--- config.mk ---
export PLATFORM = sky130hd
export DESIGN_NAME = sgc_global_cfg
export DESIGN_NICKNAME = d
export VERILOG_FILES = /design/src/rtl/sgc_pkg.sv /design/src/rtl/sgc_global_cfg.sv
export SDC_FILE = /design/constraint.sdc
export NUM_CORES = 1
export LEC_CHECK = 0
export BUFFER_PORTS_ARGS = -buffer_cell sky130_fd_sc_hd__buf_2
export CORE_UTILIZATION = 26
export DETAILED_ROUTE_END_ITERATION = 16
export PLACE_DENSITY = 0.46
export SYNTH_ARGS = -nofsm -noshare
export SYNTH_HDL_FRONTEND = slang
export SYNTH_SLANG_ARGS = --single-unit
--- constraint.sdc ---
create_clock -name clk -period 4.8 [get_ports clk]
set_clock_uncertainty 0.2 [all_clocks]
set_input_delay 0 -clock clk [delete_from_list [all_inputs] [get_ports clk]]
set_output_delay 0 -clock clk [all_outputs]
set_load 0.05 [all_outputs]
--- src/rtl/sgc_pkg.sv ---
// Package of offsets, field positions, reset values and timing for the global config bank
package sgc_pkg;
  // Register offsets on the management port
  localparam logic [7:0] SGC_ADDR_VLAN_SNOOP_MIRROR = 8'h05;
  localparam logic [7:0] SGC_ADDR_UPLINK_STORM_HIGH = 8'h06;
  localparam logic [7:0] SGC_ADDR_STORM_RATE_LOW    = 8'h07;

  // Field positions in vlan_snoop_mirror_ctrl
  localparam int SGC_BIT_VLAN_EN   = 7;
  localparam int SGC_BIT_SNOOP_EN  = 6;
  localparam int SGC_BIT_MIRROR    = 0;

  // Field positions in uplink_port_ctrl_storm_high
  localparam int SGC_BIT_BACKPRESS = 7;
  localparam int SGC_BIT_HALF_DUP  = 6;
  localparam int SGC_BIT_FLOW_CTRL = 5;
  localparam int SGC_BIT_SPEED10   = 4;
  localparam int SGC_BIT_NULL_VID  = 3;
  localparam int SGC_THR_HI_MSB    = 2;

  // Widths
  localparam int SGC_THR_W   = 11;
  localparam int SGC_PORTS   = 5;
  localparam int SGC_TMR_W   = 23;

  // Reset values
  localparam logic [7:0]           SGC_RST_BYTE = 8'h00;
  localparam logic [SGC_THR_W-1:0] SGC_RST_THR  = 11'h04A;

  // Measurement periods and clock rate
  localparam int SGC_PERIOD_FAST_MS = 50;
  localparam int SGC_PERIOD_SLOW_MS = 500;
  localparam int SGC_CLK_KHZ        = 10000;
  localparam int SGC_FAST_CYCLES    = SGC_PERIOD_FAST_MS * SGC_CLK_KHZ;
  localparam int SGC_SLOW_CYCLES    = SGC_PERIOD_SLOW_MS * SGC_CLK_KHZ;
endpackage
--- src/rtl/sgc_global_cfg.sv ---
// Global configuration registers and per-port broadcast storm limiter
`timescale 1ns/10ps
module sgc_global_cfg
  import sgc_pkg::*;
#(
  parameter int FAST_CYCLES = sgc_pkg::SGC_FAST_CYCLES,
  parameter int SLOW_CYCLES = sgc_pkg::SGC_SLOW_CYCLES
)
(
  // Clock and reset
  input  wire  logic                            clk,
  input  wire  logic                            rst,
  // Management register port
  input  wire  logic [7:0]                      reg_addr,
  input  wire  logic                            reg_wr,
  input  wire  logic [7:0]                      reg_wdata,
  input  wire  logic                            reg_rd,
  output logic [7:0]                            reg_rdata,
  // Configuration outputs
  output logic                                  vlan_en,
  output logic                                  igmp_snoop_en,
  output logic                                  mirror_match_both,
  output logic                                  uplink_port_mii_backpress_en,
  output logic                                  uplink_port_mii_half_duplex,
  output logic                                  uplink_port_mii_flow_ctrl_en,
  output logic                                  uplink_port_mii_speed10,
  output logic                                  null_vid_replace_en,
  output logic [sgc_pkg::SGC_THR_W-1:0]         storm_threshold,
  // Storm limiter port events
  input  wire  logic                            mcast_storm_disable,
  input  wire  logic [sgc_pkg::SGC_PORTS-1:0]   port_slow_rate,
  input  wire  logic [sgc_pkg::SGC_PORTS-1:0]   frame_start,
  input  wire  logic [sgc_pkg::SGC_PORTS-1:0]   frame_da_bcast,
  input  wire  logic [sgc_pkg::SGC_PORTS-1:0]   frame_da_group,
  input  wire  logic [sgc_pkg::SGC_PORTS-1:0]   block_strobe,
  output logic [sgc_pkg::SGC_PORTS-1:0]         storm_drop
);
  import sgc_pkg::*;

  localparam logic [SGC_TMR_W-1:0] FAST_LAST = SGC_TMR_W'(FAST_CYCLES - 1);
  localparam logic [SGC_TMR_W-1:0] SLOW_LAST = SGC_TMR_W'(SLOW_CYCLES - 1);
  localparam logic [SGC_THR_W-1:0] CNT_ONE   = 11'h001;
  localparam logic [SGC_TMR_W-1:0] TMR_ONE   = 23'h000001;

  logic [7:0] thr_low;
  logic       sel_vsm;
  logic       sel_ush;
  logic       sel_srl;

  //////////////////////////////////////////////////////////////////////////////
  // Write decode, one select per mapped offset; unmapped offsets select nothing
  assign sel_vsm = reg_wr & (reg_addr == SGC_ADDR_VLAN_SNOOP_MIRROR);
  assign sel_ush = reg_wr & (reg_addr == SGC_ADDR_UPLINK_STORM_HIGH);
  assign sel_srl = reg_wr & (reg_addr == SGC_ADDR_STORM_RATE_LOW);

  //////////////////////////////////////////////////////////////////////////////
  // Tag-based VLAN enable
  always_ff @(posedge clk)
  begin
    if (rst)
    begin
      vlan_en <= 1'b0;
    end
    else if (sel_vsm)
    begin
      vlan_en <= reg_wdata[SGC_BIT_VLAN_EN];
    end
  end

  // IGMP snoop toward the uplink
  always_ff @(posedge clk)
  begin
    if (rst)
    begin
      igmp_snoop_en <= 1'b0;
    end
    else if (sel_vsm)
    begin
      igmp_snoop_en <= reg_wdata[SGC_BIT_SNOOP_EN];
    end
  end

  // Mirror match select, reserved bits 5:1 are not stored
  always_ff @(posedge clk)
  begin
    if (rst)
    begin
      mirror_match_both <= 1'b0;
    end
    else if (sel_vsm)
    begin
      mirror_match_both <= reg_wdata[SGC_BIT_MIRROR];
    end
  end

  // Uplink back pressure enable
  always_ff @(posedge clk)
  begin
    if (rst)
    begin
      uplink_port_mii_backpress_en <= 1'b0;
    end
    else if (sel_ush)
    begin
      uplink_port_mii_backpress_en <= reg_wdata[SGC_BIT_BACKPRESS];
    end
  end

  // Uplink duplex select
  always_ff @(posedge clk)
  begin
    if (rst)
    begin
      uplink_port_mii_half_duplex <= 1'b0;
    end
    else if (sel_ush)
    begin
      uplink_port_mii_half_duplex <= reg_wdata[SGC_BIT_HALF_DUP];
    end
  end

  // Uplink flow control enable
  always_ff @(posedge clk)
  begin
    if (rst)
    begin
      uplink_port_mii_flow_ctrl_en <= 1'b0;
    end
    else if (sel_ush)
    begin
      uplink_port_mii_flow_ctrl_en <= reg_wdata[SGC_BIT_FLOW_CTRL];
    end
  end

  // Uplink speed select
  always_ff @(posedge clk)
  begin
    if (rst)
    begin
      uplink_port_mii_speed10 <= 1'b0;
    end
    else if (sel_ush)
    begin
      uplink_port_mii_speed10 <= reg_wdata[SGC_BIT_SPEED10];
    end
  end

  // Null VID replacement enable
  always_ff @(posedge clk)
  begin
    if (rst)
    begin
      null_vid_replace_en <= 1'b0;
    end
    else if (sel_ush)
    begin
      null_vid_replace_en <= reg_wdata[SGC_BIT_NULL_VID];
    end
  end

  // Threshold high bits, written independently of the low byte
  always_ff @(posedge clk)
  begin
    if (rst)
    begin
      storm_threshold[SGC_THR_W-1:8] <= SGC_RST_THR[SGC_THR_W-1:8];
    end
    else if (sel_ush)
    begin
      storm_threshold[SGC_THR_W-1:8] <= reg_wdata[SGC_THR_HI_MSB:0];
    end
  end

  // Threshold low byte
  always_ff @(posedge clk)
  begin
    if (rst)
    begin
      storm_threshold[7:0] <= SGC_RST_THR[7:0];
    end
    else if (sel_srl)
    begin
      storm_threshold[7:0] <= reg_wdata;
    end
  end

  assign thr_low = storm_threshold[7:0];

  //////////////////////////////////////////////////////////////////////////////
  // Register reads, reserved bits and unmapped offsets read zero
  always_ff @(posedge clk)
  begin
    if (rst)
    begin
      reg_rdata <= SGC_RST_BYTE;
    end
    else if (reg_rd)
    begin
      if (reg_addr == SGC_ADDR_VLAN_SNOOP_MIRROR)
      begin
        reg_rdata <= {vlan_en, igmp_snoop_en, 5'h00, mirror_match_both};
      end
      else if (reg_addr == SGC_ADDR_UPLINK_STORM_HIGH)
      begin
        reg_rdata <= {uplink_port_mii_backpress_en, uplink_port_mii_half_duplex,
                      uplink_port_mii_flow_ctrl_en, uplink_port_mii_speed10,
                      null_vid_replace_en, storm_threshold[SGC_THR_W-1:8]};
      end
      else if (reg_addr == SGC_ADDR_STORM_RATE_LOW)
      begin
        reg_rdata <= thr_low;
      end
      else
      begin
        reg_rdata <= SGC_RST_BYTE;
      end
    end
  end

  //////////////////////////////////////////////////////////////////////////////
  // Per-port storm limiter
  genvar p;
  generate
    for (p = 0; p < SGC_PORTS; p++)
    begin : g_port
      logic [SGC_TMR_W-1:0] tmr_r;
      logic [SGC_THR_W-1:0] cnt_r;
      logic                 reg_frame_r;
      logic                 period_end;
      logic                 regulated;
      logic                 limit_hit;

      // Period length follows the port rate
      assign period_end = port_slow_rate[p] ? (tmr_r >= SLOW_LAST) : (tmr_r >= FAST_LAST);
      // Group addresses count only when multicast inclusion is on
      assign regulated  = frame_da_bcast[p] | (frame_da_group[p] & ~mcast_storm_disable);
      assign limit_hit  = (cnt_r >= storm_threshold);

      // Period timer
      always_ff @(posedge clk)
      begin
        if (rst | period_end)
        begin
          tmr_r <= '0;
        end
        else
        begin
          tmr_r <= tmr_r + TMR_ONE;
        end
      end

      // Frame classification latched at frame start
      always_ff @(posedge clk)
      begin
        if (rst)
        begin
          reg_frame_r   <= 1'b0;
          storm_drop[p] <= 1'b0;
        end
        else if (frame_start[p])
        begin
          reg_frame_r   <= regulated;
          storm_drop[p] <= regulated & limit_hit & ~period_end;
        end
      end

      // Admitted 64-byte blocks, cleared at every period boundary
      always_ff @(posedge clk)
      begin
        if (rst | period_end)
        begin
          cnt_r <= '0;
        end
        else if (block_strobe[p] & reg_frame_r & ~storm_drop[p] & ~limit_hit)
        begin
          cnt_r <= cnt_r + CNT_ONE;
        end
      end
    end
  endgenerate

endmodule // sgc_global_cfg

======== Yosys cells after proc, flatten, opt, wreduce, memory -nomap -nowiden ========
Cells that the tools add are included.
Widths: inputs -> output; s select.
word-level totals
  word-level logic and storage cells ...... 126
  register bits after elaboration ......... 207
  input bits .............................. 46
cells by class
  order comparisons ....................... 15
  equal/unequal tests ..................... 3
  mux-type cells .......................... 8
  bitwise gates (word level) .............. 59
  add/sub/neg operators ................... 10
operator list
  kind                   count
  $add 23x1->23 const B  5
  $ge 23x19->1 const B   5
  $ge 23x23->1 const B   5
  $add 11x1->11 const B  5
  $ge 11x11->1           5
  $and 1x1->1            33
  $eq 8x3->1 const B     3
  $mux 8                 3
  $not 1->1              16
  $or 1x1->1             10
  $mux 1                 5

======== Longest topological paths before layout ========
Gate-level depths: netlist (run 1).
  depth in word-level cells ............... 5
  mapped depth ............................ 10
  mapped depth without buffers ............ 8

======== Least setup slack after synthesis (run 1) ========
No wires, ideal clock.
  path kind ............................... register to register
  from .................................... register storm_threshold (netlist bit thr_low[2])
  to ...................................... register g_port[0].cnt_r[4]
  library setup time ...................... 0.070 ns
  cell stages (with the launch flop) ...... 10
  path slack .............................. 1.810 ns
  path buffers ............................ 1
  data arrival time ....................... 2.720 ns
  data required time ...................... 4.530 ns
  path through ............................ dfxtp_1 inv_1 ha_1 a211o_1 a31oi_1 nor3_1 or2_1 clkbuf_1 or4_1 a21oi_1
between the ends
  word-level cells in the longest chain between the ends .. 3
ends and longest elaborated chain
  element               line                   source
  start, declared       sgc_global_cfg.sv:28   output logic [sgc_pkg::SGC_THR_W-1:0] storm_threshold,
  $ge 11x11->1          sgc_global_cfg.sv:237  assign limit_hit = (cnt_r >= storm_threshold);
  $not 1->1             sgc_global_cfg.sv:274  else if (block_strobe[p] & reg_frame_r & ~storm_drop[p] & ~limit_hit)
  $and 1x1->1           sgc_global_cfg.sv:274
  end signal, assigned  sgc_global_cfg.sv:276  cnt_r <= cnt_r + CNT_ONE;
  end, declared         sgc_global_cfg.sv:227  logic [SGC_THR_W-1:0] cnt_r;
No other way between the ends.
A chain may end at the register's enable or synchronous reset.

======== Final worst setup path (run 1) ========
  from .................................... register g_port[4].tmr_r[0]
  to ...................................... register storm_drop[4] (netlist name)
between the ends
  word-level cells in the longest chain between the ends .. 4
  elaborated cells between the ends (all ways) .. 5
ends and longest elaborated chain
  element                                              line                   source
  start, declared                                      sgc_global_cfg.sv:226  logic [SGC_TMR_W-1:0] tmr_r;
  start signal, assigned                               sgc_global_cfg.sv:248  tmr_r <= tmr_r + TMR_ONE;
  $ge 23x19->1 / $ge 23x23->1 (equally long branches)  sgc_global_cfg.sv:234  assign period_end = port_slow_rate[p] ? (tmr_r >= SLOW_LAST) : (tmr_r >= FAST_LAST);
  $mux 1 (*)                                           sgc_global_cfg.sv:234
  $not 1->1 (*)                                        sgc_global_cfg.sv:263  storm_drop[p] <= regulated & limit_hit & ~period_end;
  $and 1x1->1 (*)                                      sgc_global_cfg.sv:263
  end signal, assigned by index                        sgc_global_cfg.sv:263
  end, declared                                        sgc_global_cfg.sv:36   output logic [sgc_pkg::SGC_PORTS-1:0] storm_drop
Mark *: on every way between the ends. The rest lies on a longest branch, timed or not.

==> results of run 1 <==
## worst reg2reg max path, stage by stage (launching register included)
cell and delay (ns):
dfxtp_1 0.37, ha_1 0.22, and4_1 0.29, nor4_1 0.06, or4_1 0.49, a22oi_2 0.51
buf_4 0.37, o32ai_1 0.15, dlygate4sd3_1 0.57
## flip-flops by register name, summed over array words and instances, names as in the netlist, 3 cells and up
name and cells:
g_port.cnt_r 55, g_port.reg_frame_r 5, thr_low 8, g_port.tmr_r 115, storm_drop 5, reg_rdata 8
storm_threshold 3
## report_power, final
part           switching, mW  total, mW  internal (mW)
Clock                  0.755       1.90           1.14
Sequential            0.0364       1.79           1.75
Combinational          0.116      0.208         0.0923
Total                  0.907       3.89           2.99
## Yosys cell counts, drive strengths merged (2+ instances only)
library cell / number
nor2: 236
dfxtp: 207
nand3: 86
nand2: 81
xor2: 69
ha: 65
xnor2: 62
a21oi: 56
nand4: 39
o21ai: 37
and3: 33
inv: 32
clkbuf: 29
mux2i: 25
nor3: 24
nor4: 23
nor2b: 18
or3: 16
buf: 15
or4: 13
and4: 11
o31ai: 11
nand2b: 10
a211oi: 9
a31oi: 8
or2: 6
o2111ai: 5
o32ai: 5
a21o: 4
and2: 4
o211ai: 4
o21ba: 4
a211o: 3
a22o: 3
nand3b: 3
nand4b: 3
o311ai: 3
mux2: 2
nor4b: 2
o21a: 2
o31a: 2
## layer usage
layer / routed length [um] / vias up / global-route usage (%)
li1: - / 4772 / -
met1: 13700 / 4193 / 17.6
met2: 11100 / 176 / 19.8
met3: 1470 / 31 / 2.12
met4: 447 / 0 / 3.54
met5: 0 / - / 0
## layout by cell type (no fill, tap or decap), types with 33 or more instances in the layout
cell and count:
nand2_1 81, dlygate4sd3_1 51, dfxtp_1 207, a21oi_1 54
nor2_1 235, and3_1 33, xor2_1 69, o21ai_0 34
nand3_1 86, ha_1 65, xnor2_1 62, nand4_1 39
buf_2 77
## cell type report
cell class	count	area [sq um]
inverters	32	120
repair buffers	135	948
multi-input cells	1002	6330
well taps	532	666
clock buffers	40	764
clock inverters	6	58.8
fillers	4279	27800
flip-flops and latches	207	4140
## cells by family after synthesis
kind of cell             share of synthesized area (%)
AND/OR/NAND/NOR                                   27.7
flip-flops                                        38.4
multiplexers                                      2.53
adder cells (fa/ha/maj)                           7.54
AO/OA/AOI/OAI                                     10.2
buffers and inverters                             2.90
XOR/XNOR                                          10.6
## worst max path at each step
stage	from	endpoint	slack, ns	cells past startpoint
floorplan	thr_low[2]	g_port[0].cnt_r[4]	1.81	9
global placement	g_port[1].tmr_r[10]	g_port[1].cnt_r[1]	1.97	7
detailed placement	storm_threshold[10]	g_port[1].cnt_r[9]	1.91	8
CTS	g_port[4].tmr_r[0]	storm_drop[4]	1.44	8
global route	g_port[0].tmr_r[0]	storm_drop[0]	1.16	8
finish	g_port[4].tmr_r[0]	storm_drop[4]	1.46	8
==> metrics.csv, run 1 <==
metric;value;unit
routability cong.;0.784;
fin area;13000;sq um
Netlist cell types;69;
hold depth;5;
Final Hold Violating Endpoints;0;
sink of the worst hold path;g_port[3].tmr_r[17];
core area;40800;sq um
Mapped Area;10800;sq um
reg2reg start;g_port[4].tmr_r[0];
number of remaining DRC errors;0;
dpl cells;1857;
fin crit share;69.6;%
crit path cell chain;ha_1 > and4_1 > nor4_1 > or4_1 > a22oi_2 > buf_4 > o32ai_1 > dlygate4sd3_1;
H-tree levels;1;
f_max;0.299;GHz
min cycle time layout;3.34;ns
number of global-route vias before repair;8700;
dominant cell type by area after synthesis;dfxtp_1;
clk sinks;207;
Startpoint Class;flop;
max-cap viol count;0;
post-synth top area share;38.4;%
WP data arrival;3.55;ns
sequential-to-total area share from yosys stat;38.4;%
Least-Margin Pin Slew;1.14;ns
r2r endpoint;storm_drop[4];
IO Pins;78;
status;finished, final reports clean;
Top delay family on crit path;buffers and inverters;
Crit Path Class;reg2reg;
wire per inst;13.7;um
cells after synthesis;1285;
number of diodes;0;
total CTS buffers;27;
syn avg cell area;8.39;sq um
Util after Layout;31.9;%
Setup Total Neg Slack;0;ns
dpl cell area;11700;sq um
clk_lat worst skew;0.54;ns
Synth Warn #;0;
max incr delay on CP;0.57;ns
synthesized flop and latch total;207;
CP max stage cell;dlygate4sd3_1;
Main synth FF type;dfxtp_1;
initial core utilization;26.4;%
drt pass-1 iters;5;
worst setup margin;1.46;ns
routed vias/inst;4.69;
largest net degree at the start of global routing;36;
CTS root buf;clkbuf_16;
pre-CTS setup slack;1.91;ns
deepest clock path buffer count;3;
site row count;74;
fraction of registers with async set/reset;0;%
peak fanout along the critical path;24;
Post-Route WL;26700;um
post-detail-place hpwl;18500;um
GRT Resource Usage Total;12.6;%
clk slew on worst S/H paths;0.06;ns
setup bufs post-CTS;0;
P per Cell Area;299;nW/um^2
final layout net count;1516;
CP endpoint kind;flop;
Max-slew headroom;24.3;%
Die Width;206;um
RSZ-0062 raised after global routing;no;
1st-iter DRT viols;547;
TritonCTS clock tree;done;
ANT nets after route;0;
# setup viols final;0;
Post-synth EDFFs;0;
synth top area cells;dfxtp_1 38%, nor2_1 8.2%, ha_1 7.5%;
Required @ worst endpoint;5.01;ns
max-slew violations;0;
die area;42300;sq um
# resized after CTS;0;
Min-Delay Path Class;in2reg;
WHS;0.0795;ns
final global-route overflow total;0;
Layout Area Growth over Synthesis;20.9;%
cts hold-fix bufs;51;
Layout Cells excl Fill;1954;
Reg2Reg Setup Slack;1.46;ns
r2r worst-path depth;8;
hold path startpoint;port_slow_rate[3];
VDD IR max;0.231;mV
Die Span Y;206;um
P_leak;5.00;nW
Vias;9172;
first-pass GRT wire length;44100;um
initial antenna violation count;1;
syn_nets;1396;
Tot Pwr;3.89;mW
share of post-route cells with drive strength above 1;9.85;%
WP buf/inv;2;
I/O Buffers;77;
Power figures use the tool's default switching activity.
==> run 2: changes to the inputs <==
- clock period: 4.8 -> 3.4 ns (I/O delays scaled with it)
==> run 2 against run 1 <==
- via count up 1.9%
- final cell count rose by 0.87%
- worst hold slack lost 0.0027 ns
- flip-flop and latch count did not move
- utilization grew 0.44 points
- clock-buffer cell count fell by 5
- global-route usage is 0.16 points higher
- critical endpoint is now g_port[4].cnt_r[9]
==> metrics.csv, run 2 (synthesis results as in run 1) <==
metric;value;unit
status;finished, final reports clean;
drt pass-1 iters;5;
Largest Register;g_port.tmr_r;
Combinational Power Share;5.4;%
worst setup margin;0.353;ns
switching power;1.30;mW
cts hold-fix bufs;58;
commonest non-fill, non-tap cell in the layout;nor2_1;
VDD IR max;0.349;mV
Filler cells;4245;
site row count;74;
Clock Power Share;49.3;%
hold path startpoint;reg_wdata[4];
f_max;0.328;GHz
Required @ worst endpoint;3.67;ns
share of post-route cells with drive strength above 1;10.7;%
Min-Delay Path Class;in2reg;
most frequent cells in the layout;235 x nor2_1, 207 x dfxtp_1, 86 x nand3_1;
GRT Resource Usage Total;12.8;%
fin crit share;89.6;%
P per Cell Area;422;nW/um^2
CP startpoint;g_port[4].cnt_r[0];
wire per inst;13.7;um
number of global-route vias before repair;8680;
routability cong.;0.775;
largest registers;g_port.tmr_r x115, g_port.cnt_r x55;
Setup Total Neg Slack;0;ns
final layout net count;1531;
peak fanout along the critical path;13;
crit path cell chain;inv_1 > ha_1 > nand2b_1 > a2111o_1 > a211oi_2 > o2111ai_1 > or4_4 > a21oi_2;
Die Span Y;206;um
Post-Route WL;27000;um
pre-CTS setup slack;0.371;ns
ANT nets after route;0;
total CTS buffers;26;
Final Hold Violating Endpoints;0;
max incr delay on CP;0.66;ns
Layout Area Growth over Synthesis;22.6;%
Crit Path Class;reg2reg;
reg2reg start;g_port[4].cnt_r[0];
CTS root buf;clkbuf_16;
initial core utilization;26.4;%
Layout Cells excl Fill;1971;
dpl cells;1866;
core area;40800;sq um
Die Width;206;um
largest net degree at the start of global routing;31;
setup bufs post-CTS;0;
WP buf/inv;1;
deepest clock path buffer count;3;
Startpoint Class;flop;
routed vias/inst;4.74;
Vias;9346;
die area;42300;sq um
Least-Margin Pin Slew;0.867;ns
Pint;4.28;mW
min cycle time layout;3.05;ns
# setup viols final;0;
H-tree levels;1;
I/O Buffers;77;
IO Pins;78;
CP max stage cell;or4_4;
clk slew on worst S/H paths;0.06;ns
WHS;0.0768;ns
1st-iter DRT viols;475;
RSZ-0062 raised after global routing;no;
P_leak;5.08;nW
number of diodes;0;
number of remaining DRC errors;0;
clk_lat worst skew;0.53;ns
# resized after CTS;0;
post-detail-place hpwl;19000;um
final global-route overflow total;0;
Max-slew headroom;41.7;%
WP data arrival;3.32;ns
first-pass GRT wire length;44400;um
sequential power share;45.2;%
TritonCTS clock tree;done;
max reg flops;115;
Top delay family on crit path;compound AO/OA/AOI/OAI gates;
initial antenna violation count;0;
clk sinks;207;
CP endpoint kind;flop;
max-slew violations;0;
max-cap viol count;0;
Sw Ratio;23.3;%
[run 2: final timing paths]
kind                            slack [ns]                 end  depth (start not counted)
worst min-delay path                  0.08          thr_low[4]                          4
worst min register to register        0.24  g_port[2].tmr_r[0]                          1
worst max register to register        0.35  g_port[4].cnt_r[9]                          8
worst max-delay path                  0.35  g_port[4].cnt_r[9]                          8
[run 2: layout make-up]
cell class              count  area [sq um]  share of cell area, %
clock inverters            12           119                  0.899
multi-input cells        1002          6330                   47.9
flip-flops and latches    207          4140                   31.4
well taps                 532           666                   5.04
clock buffers              35           736                   5.57
inverters                  32           120                  0.909
repair buffers            151          1100                   8.31
[run 2: per-layer routing]
metal	up-vias	global-route usage, %	wire length, um
met1	4350	17.9	13800
met3	40	2.11	1400
met2	156	19.9	11300
met5	-	0	0
li1	4800	-	-
met4	0	3.86	535
[run 2: power by group through the flow]
| stage | clock (mW) | sequential (mW) | combinational [mW] |
|---|---|---|---|
| after floorplan | 0 | 2.57 | 0.173 |
| after global placement | 0 | 2.58 | 0.267 |
| after detailed placement | 0 | 2.58 | 0.268 |
| after CTS | 2.87 | 2.52 | 0.309 |
| after global routing | 2.97 | 2.53 | 0.345 |
| final | 2.75 | 2.52 | 0.302 |
[run 2: per-stage QoR]
stage                     instance area, sq um  total power [mW]  util (%)
after floorplan                          10800              2.74         -
after global placement                   11800              2.84      28.9
after detailed placement                 11800              2.85      28.9
after CTS                                13200              5.70      32.4
after global routing                     13200              5.85      32.4
final                                    13200              5.58      32.4
[run 2: worst register-to-register path: cells and delay by family (launching register included)]
kind / cells / cell delay [ns]
AOI/OAI and AO/OA: 4 / 1.25
and+or+nand+nor: 2 / 0.80
DFF: 1 / 0.38
adders and majority gates: 1 / 0.27
buffers and inverters: 1 / 0.09
==> run 3: changes to the inputs <==
--- a/config.mk
+++ b/config.mk
@@ -8,4 +8,5 @@
 export BUFFER_PORTS_ARGS = -buffer_cell sky130_fd_sc_hd__buf_2
 export CORE_UTILIZATION = 26
+export CTS_CLUSTER_DIAMETER = 40
 export DETAILED_ROUTE_END_ITERATION = 16
 export PLACE_DENSITY = 0.46
==> constraint.sdc (replaced) <==
create_clock -name clk -period 3.4 [get_ports clk]
set_clock_uncertainty 0.2 [all_clocks]
set_input_delay 0 -clock clk [delete_from_list [all_inputs] [get_ports clk]]
set_output_delay 0 -clock clk [all_outputs]
set_load 0.01 [all_outputs]
==> run 3 against run 2 <==
- register-to-register slack worse by 0.03 ns
- non-clock buffer count down 7
- die area unchanged
- maximum frequency down 0.87%
- worst hold slack worse by 0.046 ns
- clock power up 47%
- routed wire length up 1.0%
- utilization up 1.1 points
- combinational power about the same
- sequential share of layout area down 1.0 points
- final cell count up 0.86%
- via count up 0.22%
- critical endpoint is now storm_drop[0]
- largest power group unchanged
- highest routed layer unchanged
==> metrics.csv, run 3 (synthesis results as in run 1) <==
metric;value;unit
P_leak;5.29;nW
first-pass GRT wire length;44800;um
I/O Buffers;77;
TritonCTS clock tree;done;
P per Cell Area;503;nW/um^2
Final Hold Violating Endpoints;0;
number of remaining DRC errors;0;
RSZ-0062 raised after global routing;no;
wire per inst;13.7;um
peak fanout along the critical path;11;
max-cap viol count;0;
CTS root buf;clkbuf_16;
final layout net count;1538;
share of post-route cells with drive strength above 1;12.4;%
site row count;74;
fin crit share;90.4;%
most frequent cells in the layout;235 x nor2_1, 207 x dfxtp_1, 86 x nand3_1;
Startpoint Class;flop;
Post-Route WL;27300;um
Tot Pwr;6.87;mW
initial antenna violation count;0;
max reg flops;115;
# setup viols final;0;
H-tree levels;2;
Required @ worst endpoint;3.65;ns
post-detail-place hpwl;19000;um
Min-Delay Path Class;in2reg;
sequential power share;36.8;%
Crit Path Class;reg2reg;
number of global-route vias before repair;8849;
Die Span Y;206;um
WP data arrival;3.32;ns
status;finished, final reports clean;
Clock Power Share;58.8;%
CP endpoint kind;flop;
Pint;5.29;mW
IO Pins;78;
core area;40800;sq um
Least-Margin Pin Slew;0.854;ns
largest registers;g_port.tmr_r x115, g_port.cnt_r x55;
Setup Total Neg Slack;0;ns
routed vias/inst;4.71;
f_max;0.325;GHz
die area;42300;sq um
GRT Resource Usage Total;13.0;%
Largest Register;g_port.tmr_r;
Layout Area Growth over Synthesis;26.7;%
Vias;9367;
Max-slew headroom;42.5;%
drt pass-1 iters;7;
Sw Ratio;23.1;%
max incr delay on CP;0.59;ns
Die Width;206;um
1st-iter DRT viols;440;
VDD IR max;0.252;mV
clk slew on worst S/H paths;0.05;ns
clk_lat worst skew;0.52;ns
ANT nets after route;0;
clk sinks;207;
switching power;1.58;mW
number of diodes;0;
CP max stage cell;nor3_1;
final global-route overflow total;0;
crit path cell chain;inv_1 > ha_1 > nand4_1 > nor3_1 > or2_1 > o21bai_1 > o32ai_1 > dlygate4sd3_1;
max-slew violations;0;
deepest clock path buffer count;3;
Combinational Power Share;4.4;%
routability cong.;0.775;
initial core utilization;26.4;%
total CTS buffers;40;
commonest non-fill, non-tap cell in the layout;nor2_1;
min cycle time layout;3.07;ns
largest net degree at the start of global routing;31;
-- run 3: per-stage QoR --
stage / worst slack (ns) / cells / hold slack, ns / util (%) / cell area, sq um
floorplan: 0.735 / 1285 / -0.0802 / - / 10800
global placement: 0.429 / 1866 / 0.0390 / 28.9 / 11800
detailed placement: 0.371 / 1866 / 0.0388 / 28.9 / 11800
CTS: 0.347 / 1988 / 0.0139 / 33.5 / 13700
global route: 0.109 / 1988 / 0.0839 / 33.5 / 13700
finish: 0.326 / 1988 / 0.0308 / 33.5 / 13700
-- run 3: cell type report --
type,instances,area (sq um)
multi-input combinational,1002,6330
sequential,207,4140
fill,4200,27200
inverter,32,120
clock inverter,27,332
clock buffer,44,1040
timing repair buffer,144,1030
tap,532,666
-- run 3: power by group through the flow --
stage          sequential [mW]  combinational [mW]  clock, mW
2_1_floorplan             2.57               0.173          0
3_3_place_gp              2.58               0.266          0
3_5_place_dp              2.58               0.267          0
4_1_cts                   2.53               0.306       4.16
5_1_grt                   2.53               0.342       4.27
6_report                  2.53               0.300       4.04
-- run 3: metal layers --
layer  up-vias  track usage, %  wire length, um
li1       4825               -                -
met1      4320            17.8            13800
met2       176            20.0            11400
met3        46            2.68             1450
met4         0            4.42              630
met5         -               0                0
-- run 3: worst paths after layout --
check	start	endpoint	slack, ns	depth (start not counted)
setup / recovery	storm_threshold[10]	storm_drop[0]	0.33	8
hold / removal	block_strobe[4]	g_port[4].cnt_r[2]	0.03	4
setup reg to reg	storm_threshold[10]	storm_drop[0]	0.33	8
hold reg to reg	g_port[2].tmr_r[0]	g_port[2].tmr_r[0]	0.24	1
-- run 3: timing repair --
action                                  4_1_cts  5_1_grt
endpoints found under the setup margin        0        0
endpoints found under the hold margin       106        0
hold buffers                                 51        0
gates resized for setup                       0        0
setup buffers                                 0        0
-- run 3: worst max-delay path, delay by kind of cell (launching register included) --
family / cells / cell delay, ns
DFF: 1 / 0.37
buffers and inverters: 2 / 0.77
adders and majority gates: 1 / 0.36
and+or+nand+nor: 3 / 1.10
AOI/OAI and AO/OA: 2 / 0.21
